## src/pkg/fpio_consts.vh

```
// register indices, reset values and mode codes of the five-port i/o block
`ifndef FPIO_CONSTS_VH
`define FPIO_CONSTS_VH

// register indices; the byte address is four times the index
`define FPIO_IDX_PORT0_DATA 8'h80
`define FPIO_IDX_PORT1_DATA 8'h90
`define FPIO_IDX_PORT2_DATA 8'hA0
`define FPIO_IDX_PORT3_DATA 8'hB0
`define FPIO_IDX_PORT4_DATA 8'hC0
`define FPIO_IDX_PORT4_SEL_A 8'hBE
`define FPIO_IDX_PORT4_SEL_B 8'hBF
`define FPIO_IDX_PORT3_SEL_A 8'hC6
`define FPIO_IDX_PORT3_SEL_B 8'hC7
`define FPIO_IDX_PORT2_SEL_A 8'hCE
`define FPIO_IDX_PORT2_SEL_B 8'hCF
`define FPIO_IDX_PORT1_SEL_A 8'hD6
`define FPIO_IDX_PORT1_SEL_B 8'hD7
`define FPIO_IDX_PORT0_SEL_A 8'hE6
`define FPIO_IDX_PORT0_SEL_B 8'hE7

// field layout of a register word: data sits in the low byte
`define FPIO_DATA_LSB 0
`define FPIO_DATA_MSB 7

// pin mode codes, {sel_b bit, sel_a bit}
`define FPIO_MODE_QUASI 2'h0
`define FPIO_MODE_PUSH 2'h1
`define FPIO_MODE_INPUT 2'h2
`define FPIO_MODE_OPEN 2'h3

// reset values
`define FPIO_LATCH_RST 8'hFF
`define FPIO_SEL_A_QUASI 8'h00
`define FPIO_SEL_B_QUASI 8'h00
`define FPIO_SEL_A_INPUT 8'h00
`define FPIO_SEL_B_INPUT 8'hFF
`define FPIO_SEL_A_OPEN 8'hFF
`define FPIO_SEL_B_OPEN 8'hFF

// register kinds seen by the decoder
`define FPIO_KIND_DATA 2'h0
`define FPIO_KIND_SEL_A 2'h1
`define FPIO_KIND_SEL_B 2'h2

// quasi-bidirectional strong high kick after a low-to-high latch change, cycles
`define FPIO_KICK_CYCLES 1

`endif

```

## src/rtl/fpio_top.v

```verilog
// five-port configurable parallel i/o block with a classic wishbone register slave
//
// Chosen here: the Wishbone register port.
`timescale 1ns/100ps
// Operation
// - ports zero to three pins each pick input, quasi, push-pull or open-drain
// - tristate option set: ports zero to three reset into input-only, high impedance
// - option clear: ports one to three reset quasi, port zero open-drain
// - port four pins not handed to alternates behave quasi-bidirectional whatever is configured
// - port zero pull-ups on in quasi and push-pull modes
// - port four pins four to seven become general i/o unless handed to alternates
// - pin y mode comes from bit y of both mode select registers of its port
// - mode registers writable any time, back to defaults on every reset
`include "fpio_consts.vh"

module fpio_top
(
   // clock and reset
   input wire clk,
   input wire srst,
   // wishbone slave
   input wire wb_cyc_i,
   input wire wb_stb_i,
   input wire wb_we_i,
   input wire [9:0] wb_adr_i,
   input wire [3:0] wb_sel_i,
   input wire [31:0] wb_dat_i,
   output reg [31:0] wb_dat_o,
   output reg wb_ack_o,
   // non-volatile default option: high selects ports zero to three tristated
   input wire tristate_default,
   // port four upper pins claimed by strobe and crystal functions
   input wire [3:0] alt_claim,
   // pins, port zero in bits 7:0 up to port four in bits 39:32
   input wire [39:0] pin_in,
   output reg [39:0] pin_out,
   output reg [39:0] pin_oe,
   output reg [39:0] pin_pullup
);

   // register state
   reg [39:0] latch;
   reg [39:0] sel_a;
   reg [39:0] sel_b;
   reg [39:0] latch_prev;
   // pin input synchronisers and filtered levels
   reg [39:0] in_s1;
   reg [39:0] in_s2;
   reg [39:0] in_s3;
   reg [39:0] in_level;
   // option bit synchroniser and filtered value
   reg opt_s1;
   reg opt_s2;
   reg opt_s3;
   reg opt_level;
   // decoder outputs
   reg dec_hit;
   reg [1:0] dec_kind;
   reg [2:0] dec_port;
   // bus helpers
   wire bus_req;
   wire bus_write;
   wire [7:0] reg_index;
   wire [5:0] byte_base;
   // per-pin next values
   wire [39:0] next_out;
   wire [39:0] next_oe;
   wire [39:0] next_pullup;
   // read mux result
   reg [7:0] next_rdata;
   // reset defaults chosen by the option bit
   wire [7:0] def_a_p0;
   wire [7:0] def_b_p0;
   wire [7:0] def_a_rest;
   wire [7:0] def_b_rest;

   // a request is served once; ack drops in the cycle after it was given
   assign bus_req = wb_cyc_i & wb_stb_i & ~wb_ack_o;
   assign bus_write = bus_req & wb_we_i & wb_sel_i[0];
   assign reg_index = wb_adr_i[9:2];
   assign byte_base = {dec_port, 3'b000};

   // reset defaults follow the option bit
   assign def_a_p0 = opt_level ? `FPIO_SEL_A_INPUT : `FPIO_SEL_A_OPEN;
   assign def_b_p0 = opt_level ? `FPIO_SEL_B_INPUT : `FPIO_SEL_B_OPEN;
   assign def_a_rest = opt_level ? `FPIO_SEL_A_INPUT : `FPIO_SEL_A_QUASI;
   assign def_b_rest = opt_level ? `FPIO_SEL_B_INPUT : `FPIO_SEL_B_QUASI;

   // option bit synchroniser; its chain is never reset so it is valid during srst
   always @(posedge clk)
   begin
      opt_s1 <= tristate_default;
      opt_s2 <= opt_s1;
      opt_s3 <= opt_s2;
      if (opt_s2 == opt_s3)
      begin
         opt_level <= opt_s3;
      end
   end

   // pin input synchronisers; a level counts once the last two stages agree
   always @(posedge clk)
   begin
      if (srst)
      begin
         in_s1 <= 40'h00_0000_0000;
         in_s2 <= 40'h00_0000_0000;
         in_s3 <= 40'h00_0000_0000;
         in_level <= 40'h00_0000_0000;
      end
      else
      begin
         in_s1 <= pin_in;
         in_s2 <= in_s1;
         in_s3 <= in_s2;
         in_level <= (in_s3 & ~(in_s2 ^ in_s3)) | (in_level & (in_s2 ^ in_s3));
      end
   end

   // address decode of the fifteen mapped registers
   always @*
   begin
      dec_hit = 1'b1;
      dec_kind = `FPIO_KIND_DATA;
      dec_port = 3'd0;
      case (reg_index)
         `FPIO_IDX_PORT0_DATA: dec_port = 3'h0;
         `FPIO_IDX_PORT1_DATA: dec_port = 3'h1;
         `FPIO_IDX_PORT2_DATA: dec_port = 3'h2;
         `FPIO_IDX_PORT3_DATA: dec_port = 3'h3;
         `FPIO_IDX_PORT4_DATA: dec_port = 3'h4;
         `FPIO_IDX_PORT0_SEL_A:
         begin
            dec_port = 3'd0;
            dec_kind = `FPIO_KIND_SEL_A;
         end
         `FPIO_IDX_PORT0_SEL_B:
         begin
            dec_port = 3'd0;
            dec_kind = `FPIO_KIND_SEL_B;
         end
         `FPIO_IDX_PORT1_SEL_A:
         begin
            dec_port = 3'd1;
            dec_kind = `FPIO_KIND_SEL_A;
         end
         `FPIO_IDX_PORT1_SEL_B:
         begin
            dec_port = 3'd1;
            dec_kind = `FPIO_KIND_SEL_B;
         end
         `FPIO_IDX_PORT2_SEL_A:
         begin
            dec_port = 3'd2;
            dec_kind = `FPIO_KIND_SEL_A;
         end
         `FPIO_IDX_PORT2_SEL_B:
         begin
            dec_port = 3'd2;
            dec_kind = `FPIO_KIND_SEL_B;
         end
         `FPIO_IDX_PORT3_SEL_A:
         begin
            dec_port = 3'd3;
            dec_kind = `FPIO_KIND_SEL_A;
         end
         `FPIO_IDX_PORT3_SEL_B:
         begin
            dec_port = 3'd3;
            dec_kind = `FPIO_KIND_SEL_B;
         end
         `FPIO_IDX_PORT4_SEL_A:
         begin
            dec_port = 3'd4;
            dec_kind = `FPIO_KIND_SEL_A;
         end
         `FPIO_IDX_PORT4_SEL_B:
         begin
            dec_port = 3'd4;
            dec_kind = `FPIO_KIND_SEL_B;
         end
         default:
         begin
            dec_hit = 1'b0;
         end
      endcase
   end

   // read mux: data registers show filtered pin levels, mode registers their contents
   always @*
   begin
      next_rdata = 8'h00;
      if (dec_hit)
      begin
         case (dec_kind)
            `FPIO_KIND_DATA:
            begin
               next_rdata = in_level[byte_base +: 8];
            end
            `FPIO_KIND_SEL_A:
            begin
               next_rdata = sel_a[byte_base +: 8];
            end
            `FPIO_KIND_SEL_B:
            begin
               next_rdata = sel_b[byte_base +: 8];
            end
            default:
            begin
               next_rdata = 8'h00;
            end
         endcase
      end
   end

   // wishbone answer: one wait state, unmapped reads give zero, writes there are dropped
   always @(posedge clk)
   begin
      if (srst)
      begin
         wb_ack_o <= 1'b0;
         wb_dat_o <= 32'h0000_0000;
      end
      else
      begin
         wb_ack_o <= bus_req;
         if (bus_req & ~wb_we_i)
         begin
            wb_dat_o <= {24'h00_0000, next_rdata};
         end
      end
   end

   // output latches and mode registers; defaults reload on every reset
   always @(posedge clk)
   begin
      if (srst)
      begin
         latch <= {5{`FPIO_LATCH_RST}};
         sel_a <= {def_a_rest, def_a_rest, def_a_rest, def_a_rest, def_a_p0};
         sel_b <= {def_b_rest, def_b_rest, def_b_rest, def_b_rest, def_b_p0};
         latch_prev <= {5{`FPIO_LATCH_RST}};
      end
      else
      begin
         latch_prev <= latch;
         if (bus_write & dec_hit)
         begin
            case (dec_kind)
               `FPIO_KIND_DATA:
               begin
                  latch[byte_base +: 8] <= wb_dat_i[`FPIO_DATA_MSB:`FPIO_DATA_LSB];
               end
               `FPIO_KIND_SEL_A:
               begin
                  sel_a[byte_base +: 8] <= wb_dat_i[`FPIO_DATA_MSB:`FPIO_DATA_LSB];
               end
               `FPIO_KIND_SEL_B:
               begin
                  sel_b[byte_base +: 8] <= wb_dat_i[`FPIO_DATA_MSB:`FPIO_DATA_LSB];
               end
               default:
               begin
                  latch <= latch;
               end
            endcase
         end
      end
   end

   // per-pin drive logic
   genvar gi;
   generate
      for (gi = 0; gi < 40; gi = gi + 1)
      begin : g_pin
         reg [1:0] mode;
         reg drv_out;
         reg drv_oe;
         reg drv_pu;
         wire claimed;
         wire kick;

         // upper port four pins may be handed to the strobe and crystal functions
         if (gi >= 36)
         begin : g_alt
            assign claimed = alt_claim[gi - 36];
         end
         else
         begin : g_noalt
            assign claimed = 1'b0;
         end

         // brief strong high when a quasi pin latch goes from low to high
         assign kick = latch[gi] & ~latch_prev[gi];

         // mode pair selection and pin drive per mode
         always @*
         begin
            mode = {sel_b[gi], sel_a[gi]};
            if (gi >= 32)
            begin
               mode = `FPIO_MODE_QUASI;
            end
            drv_out = 1'b0;
            drv_oe = 1'b0;
            drv_pu = 1'b0;
            case (mode)
               `FPIO_MODE_QUASI:
               begin
                  drv_out = latch[gi] & kick;
                  drv_oe = ~latch[gi] | kick;
                  drv_pu = 1'b1;
               end
               `FPIO_MODE_PUSH:
               begin
                  drv_out = latch[gi];
                  drv_oe = 1'b1;
                  drv_pu = 1'b1;
               end
               // input-only keeps the cleared drive set above
               `FPIO_MODE_INPUT: drv_oe = 1'b0;
               `FPIO_MODE_OPEN:
               begin
                  drv_out = 1'b0;
                  drv_oe = ~latch[gi];
                  drv_pu = 1'b0;
               end
               default:
               begin
                  drv_out = 1'b0;
                  drv_oe = 1'b0;
                  drv_pu = 1'b0;
               end
            endcase
            // a claimed pin is released by the port logic entirely
            if (claimed)
            begin
               drv_out = 1'b0;
               drv_oe = 1'b0;
               drv_pu = 1'b0;
            end
         end

         assign next_out[gi] = drv_out;
         assign next_oe[gi] = drv_oe;
         assign next_pullup[gi] = drv_pu;
      end
   endgenerate

   // pin drivers registered so every pin output comes from a flip-flop
   always @(posedge clk)
   begin
      if (srst)
      begin
         pin_out <= 40'h00_0000_0000;
         pin_oe <= 40'h00_0000_0000;
         pin_pullup <= 40'h00_0000_0000;
      end
      else
      begin
         pin_out <= next_out;
         pin_oe <= next_oe;
         pin_pullup <= next_pullup;
      end
   end

endmodule // fpio_top

```

## config.mk

```make
export PLATFORM = sky130hd
export DESIGN_NAME = fpio_top
export DESIGN_NICKNAME = d
export VERILOG_FILES = /design/src/rtl/fpio_top.v
export VERILOG_INCLUDE_DIRS = /design/src /design/src/pkg
export SDC_FILE = /design/constraint.sdc
export NUM_CORES = 1
export LEC_CHECK = 0
export ABC_AREA = 1
export BUFFER_PORTS_ARGS = -buffer_cell sky130_fd_sc_hd__buf_2
export CAP_MARGIN = 20
export CORE_MARGIN = 2
export CORE_UTILIZATION = 46
export DETAILED_ROUTE_END_ITERATION = 7
export PLACE_DENSITY = 0.65
export SLEW_MARGIN = 10
export SYNTH_ARGS = -nofsm -noshare
export SYNTH_HDL_FRONTEND = slang
export SYNTH_SLANG_ARGS = --single-unit
```

## constraint.sdc

```tcl
create_clock -name clk -period 4.78 [get_ports clk]
set_input_delay 0.956 -clock clk [delete_from_list [all_inputs] [get_ports clk]]
set_output_delay 0.956 -clock clk [all_outputs]
set_load 0.01 [all_outputs]
```

### Word level (Yosys, flattened, before mapping)

Index checks and enable logic that the tools add are counted.

* memories: 0
* bits in latches: 0
* RAM bits: 0
* logic and storage cells: 562
* ROM bits: 0
* register bits: 453

* $mul: 0
* order comparisons: 0
* equal/unequal tests: 114
* mux-type cells: 117
* add/sub/neg operators: 1
* shift operators: 5
* reductions and logical operators: 84
* bitwise operators: 213
* div/mod/pow operators: 0

Operators by type and width (number)
* $eq A2 B2 Y1 const B: 65
* $pmux W1 S4: 32
* $bwmux W40: 3
* $eq A8 B8 Y1 const B: 15
* $mux W40: 3
* $shiftx A40 B7 Y8: 3
* $and A1 B1 Y1: 86
* $not A1 Y1: 82
* $and A40 B40 Y40: 2
* $reduce_or A2 Y1: 36
* $eq A2 B1 Y1 const B: 33
* $logic_not A2 Y1: 33
* $pmux W1 S2: 32
* $mux W8: 6
* $not A40 Y40: 1
* $or A1 B1 Y1: 40
* $or A40 B40 Y40: 1
* $shift A8 B8 Y40 const A: 1
* $shiftx A8 B8 Y40: 1
* $xor A40 B40 Y40: 1
* $mux W1: 37
* $mux W36: 1
* $pmux W8 S3: 1
* $reduce_or A15 Y1: 1
* other kinds (8): 18

### Depth between registers and ports, before layout

* depth in word-level cells: 9
* gate-level depth with buffers: 20

### Worst setup path after synthesis

No wires, ideal clock.

* path type: input-to-reg
* start point: input port wb_adr_i[9]
* end point: register sel_a[0], enable pin
* buffers on the path: 1
* arrival: 3809 ps
* setup slack: 587 ps
* stages: 13
* library setup time: 384 ps
* required time: 4396 ps
* path through: nand2_1 -> inv_1 -> nand2_1 -> nor2_1 -> nor2_4 -> nand2_2 -> buf_2 -> inv_1 -> ha_1 -> ha_1 -> nor3_1 -> nand2_4 -> o21ai_0

* longest elaborated chain between the ends: 6
* elaborated cells on any way between the ends: 25
* classes of those cells: eq/ne: 16; mux: 2; bitwise: 1; reduce/logical: 6

Ends and longest elaborated chain
* start: declaration: RTL line fpio_top.v:25 `input wire [9:0] wb_adr_i,`
* $eq A8 B8 Y1: RTL line fpio_top.v:126 `case (reg_index)`
* $reduce_or A5 Y1 (no source line) or $reduce_or A15 Y1 (tied branches)
* $pmux W2 S2 or $mux W1 (tied branches): RTL line fpio_top.v:126
* $eq A2 B1 Y1 or $and A1 B1 Y1 (tied branches): RTL line fpio_top.v:249, fpio_top.v:247
* $reduce_bool A2 Y1 (no source line)
* $reduce_and A2 Y1 (no source line) *
* end signal: assignment: RTL line fpio_top.v:240 `sel_a <= {def_a_rest, def_a_rest, def_a_rest, def_a_rest, def_a_p0};`
* end signal: indexed assignment: RTL line fpio_top.v:256 `` sel_a[byte_base +: 8] <= wb_dat_i[`FPIO_DATA_MSB:`FPIO_DATA_LSB]; ``
* end: declaration: RTL line fpio_top.v:43 `reg [39:0] sel_a;`

Every way passes the cells marked *; elsewhere a longest branch is shown, timed or not.
A chain may end at the register's enable or synchronous reset.

### Final worst setup path

* start point: input port wb_adr_i[9]
* end point: register sel_b[12], enable pin

* longest elaborated chain between the ends: 6
* elaborated cells on any way between the ends: 25
* classes of those cells: eq/ne: 16; mux: 2; bitwise: 1; reduce/logical: 6

Ends and longest elaborated chain
* $eq A8 B8 Y1: RTL line fpio_top.v:126
* $reduce_or A5 Y1 (no source line) or $reduce_or A15 Y1 (tied branches)
* $pmux W2 S2 or $mux W1 (tied branches): RTL line fpio_top.v:126
* $eq A2 B2 Y1 or $and A1 B1 Y1 (tied branches): RTL line fpio_top.v:249, fpio_top.v:247
* $reduce_bool A2 Y1 (no source line)
* $reduce_and A2 Y1 (no source line) *
* end signal: assignment: RTL line fpio_top.v:241 `sel_b <= {def_b_rest, def_b_rest, def_b_rest, def_b_rest, def_b_p0};`
* end signal: indexed assignment: RTL line fpio_top.v:260 `` sel_b[byte_base +: 8] <= wb_dat_i[`FPIO_DATA_MSB:`FPIO_DATA_LSB]; ``
* end: declaration: RTL line fpio_top.v:44 `reg [39:0] sel_b;`

Marks and branches as above.

==> metrics.yaml <==
drt:
  wl_per_cell_um: 15.4
  viasPerCell: 4.98
  drt_pre_antenna_iters: 5
  num_vias: 13500
  drcViolationCount: 0
  wirelength_um: 41600
  dr.first_iter.drc_count: 1079
  ant_nets: 0
setup_path:
  rrSetupSlack_ps: 2300
  r2r_cells: 6
  end_kind: "register"
  cp.arrival_ps: 3700
  crit_required_ps: 5050
  reg2reg_to: "sel_b[12]"
  cp-start-kind: "primary input"
  path_class: "primary input to register"
  worstReg2RegStart: "wb_ack_o"
  cp_max_fo: 15
pwr:
  p_comb_share_pct: 4.2
  p_sw_share_pct: 21.7
  peakVddDrop_mv: 0.272
  powerDensity_nw_per_um2: 410
  clockPowerShare_pct: 46.2
  p_switching_mw: 1.72
  leakagePower_nw: 8.85
  p_int_mw: 6.21
  seqPwrFrac_pct: 49.6
  p_total_mw: 7.93
hold_path:
  hold_path_depth: 0
  hold_class: "register to register"
  worstHoldStart: "opt_s1"
  holdPathEnd: "opt_s2"
sta:
  finalMaxSlewViolations: 0
  finalCritPeriodShare_pct: 71.6
  holdWs_ps: 326
  worst_pin_slew_ps: 962
  fin_setup_tns_ps: 0
  hold_viol: 0
  skew_ps: 14.4
  min_period_ps: 3420
  max_freq_ghz: 0.292
  grt_setup_unrepaired: "false"
  max_slew_margin_pct: 35.6
  setup_viol: 0
global_routing:
  grt_overflow: 0
  grt_usage_pct: 22.3
  antenna_found_initial: 0
  grt_pass1_wl_um: 65400
  grt_max_degree: 87
  grt_pass1_vias: 12400
floorplanning:
  fp.dieW_um: 193
  io_pins: 249
  core_area_um2: 35400
  die_h_um: 193
  dieArea_um2: 37200
  std_cell_rows: 69
  start_util_pct: 46.4
clock_tree:
  cts_resized: 0
  clock-sinks: 450
  clkSlewWorstSetupHoldPaths_ps: 60
  post-cts-setup-buffers: 0
  cts_buffer_depth: 3
  cts_tree: "yes"
  cts_buffers: 47
  worstSkewPairLatency_ps: 550
  cts_root_buffer: "clkbuf_16"
  htree_levels: 2
  cts_hold_buf: 0
place:
  place_congestion: 0.881
  place_hpwl_um: 29700
  port-buffer-count: 195
synth:
  avgSynthCellArea_um2: 8.13
  synth_area_leader_cell: "dfxtp_1"
  synth_area_um2: 16400
  synth.top_cells.by_area: "dfxtp_1, nand2_1, edfxtp_1"
  synth_top_area_share_pct: 49.9
  ys_async_sr_fraction_pct: 0
  synthFlopType: "dfxtp_1"
  yosysSeqAreaShare_pct: 57.4
  synth_cell_type_count: 34
  synthCells: 2019
  ys.warnings.count: 0
  synth_edf_count: 41
  ys_ff_latch: 450
layout:
  fin_util_pct: 54.7
  fillerInstances: 3359
  drive_gt1_share_pct: 14.8
  area_growth_pct: 17.9
  fin_nets: 2310
job:
  maxCapViolCount: 0
outcome:
  outcome: "completed"
==> synthesized netlist by cell type (2+ instances only) <==
cell / count
nand2_1: 412
dfxtp_1: 409
nor2_1: 292
inv_1: 274
a21oi_1: 111
nand3_1: 100
o21ai_0: 100
a31oi_1: 64
clkbuf_1: 62
edfxtp_1: 41
buf_4: 29
a211oi_1: 26
nor3_1: 19
a22o_1: 8
buf_2: 8
nor2_4: 8
nor4_1: 8
buf_1: 7
ha_1: 7
inv_2: 6
nand2_2: 6
nor2_2: 4
nand3_2: 3
nand2_4: 2
nand3_4: 2
nand4_1: 2
nand4_2: 2
==> worst max path at each step <==
stage	startpoint	end	slack, ps	cells past startpoint
after global routing	wb_adr_i[9]	sel_b[10]	1140	14
final	wb_adr_i[9]	sel_b[12]	1360	14
after CTS	wb_adr_i[5]	sel_b[15]	1440	13
after detailed placement	wb_adr_i[5]	sel_b[15]	860	13
after global placement	wb_adr_i[8]	sel_b[15]	940	13
after floorplan	wb_adr_i[9]	sel_a[0]	590	13
==> cell usage in the layout (no fill, tap or decap), drive strengths merged <==
| cell type | count |
|---|---|
| nand3 | 105 |
| nor2 | 305 |
| nor3 | 19 |
| clkinvlp | 2 |
| nor4 | 8 |
| clkbuf | 77 |
| a21oi | 111 |
| o21ai | 101 |
| a211oi | 26 |
| bufinv | 1 |
| ha | 7 |
| xnor2 | 1 |
| conb | 24 |
| dfxtp | 409 |
| a22o | 8 |
| nand2 | 420 |
| buf | 222 |
| a31oi | 64 |
| diode | 1 |
| nor3b | 1 |
| nand4 | 4 |
| clkinv | 8 |
| inv | 280 |
| edfxtp | 41 |
| or2 | 1 |
==> sequential cells by signal, summed over array words and instances, names as in the netlist, named ones only <==
signal      count
in_s1          40
in_s2          40
in_s3          40
latch          40
latch_prev     40
opt_level       1
opt_s1          1
opt_s2          1
opt_s3          1
pin_oe         40
pin_out        40
pin_pullup     37
sel_a          40
sel_b          40
wb_ack_o        1
wb_dat_o        8
==> through the flow <==
step / std cells / area, µm² / setup WS, ps
6_report: 2707 / 19400 / 1360
5_1_grt: 2706 / 19400 / 1140
4_1_cts: 2706 / 19400 / 1440
3_5_place_dp: 2619 / 17800 / 862
3_3_place_gp: 2619 / 17800 / 939
2_1_floorplan: 2042 / 16500 / 587
==> cells by family after synthesis <==
kind of cell             count (synthesis)  synth area share, %
buffers and inverters                  387                 9.57
XOR/XNOR                                 1               0.0534
AO/OA/AOI/OAI                          310                 10.5
flip-flops                             450                 57.4
other                                    1               0.0228
adder cells (fa/ha/maj)                  7                0.533
AND/OR/NAND/NOR                        863                 21.9
==> metal layers <==
metal  global-route usage [%]  vias up  routed length (µm)
li1                         -     6719                   -
met1                     32.5     6175               19400
met2                     33.8      521               17900
met3                     3.29       76                3150
met4                     7.55        0                1180
met5                        0        -                   0
==> worst max-delay path, cell delays in order <==
cell,delay (ps)
buf_2,100
inv_1,30
nor2_1,220
nand3_1,190
nand2_1,120
nand2_2,90
nand2_2,110
inv_1,70
ha_1,220
ha_1,610
nand3_1,130
buf_4,210
o21ai_0,400
buf_4,240
==> area by class of cell <==
cell class                      count  area (µm²)  share of cell area (%)
Clock inverter                     10        83.8                   0.433
Tap cell                          461         577                    2.98
Multi-Input combinational cell   1205        5510                    28.5
Timing Repair Buffer              222        1200                    6.18
Sequential cell                   450        9420                    48.6
Inverter                          281        1060                    5.46
Antenna cell                        1        2.50                  0.0129
Clock buffer                       77        1510                    7.82
==> power groups by stage <==
stage,clock (mW),combinational (mW),sequential (mW)
after detailed placement,0,0.332,4.02
final,3.66,0.334,3.94
after CTS,3.74,0.333,3.94
after global placement,0,0.327,4.02
after floorplan,0,0.219,4.01
after global routing,3.90,0.375,3.94
Power figures use the tool's default switching activity.
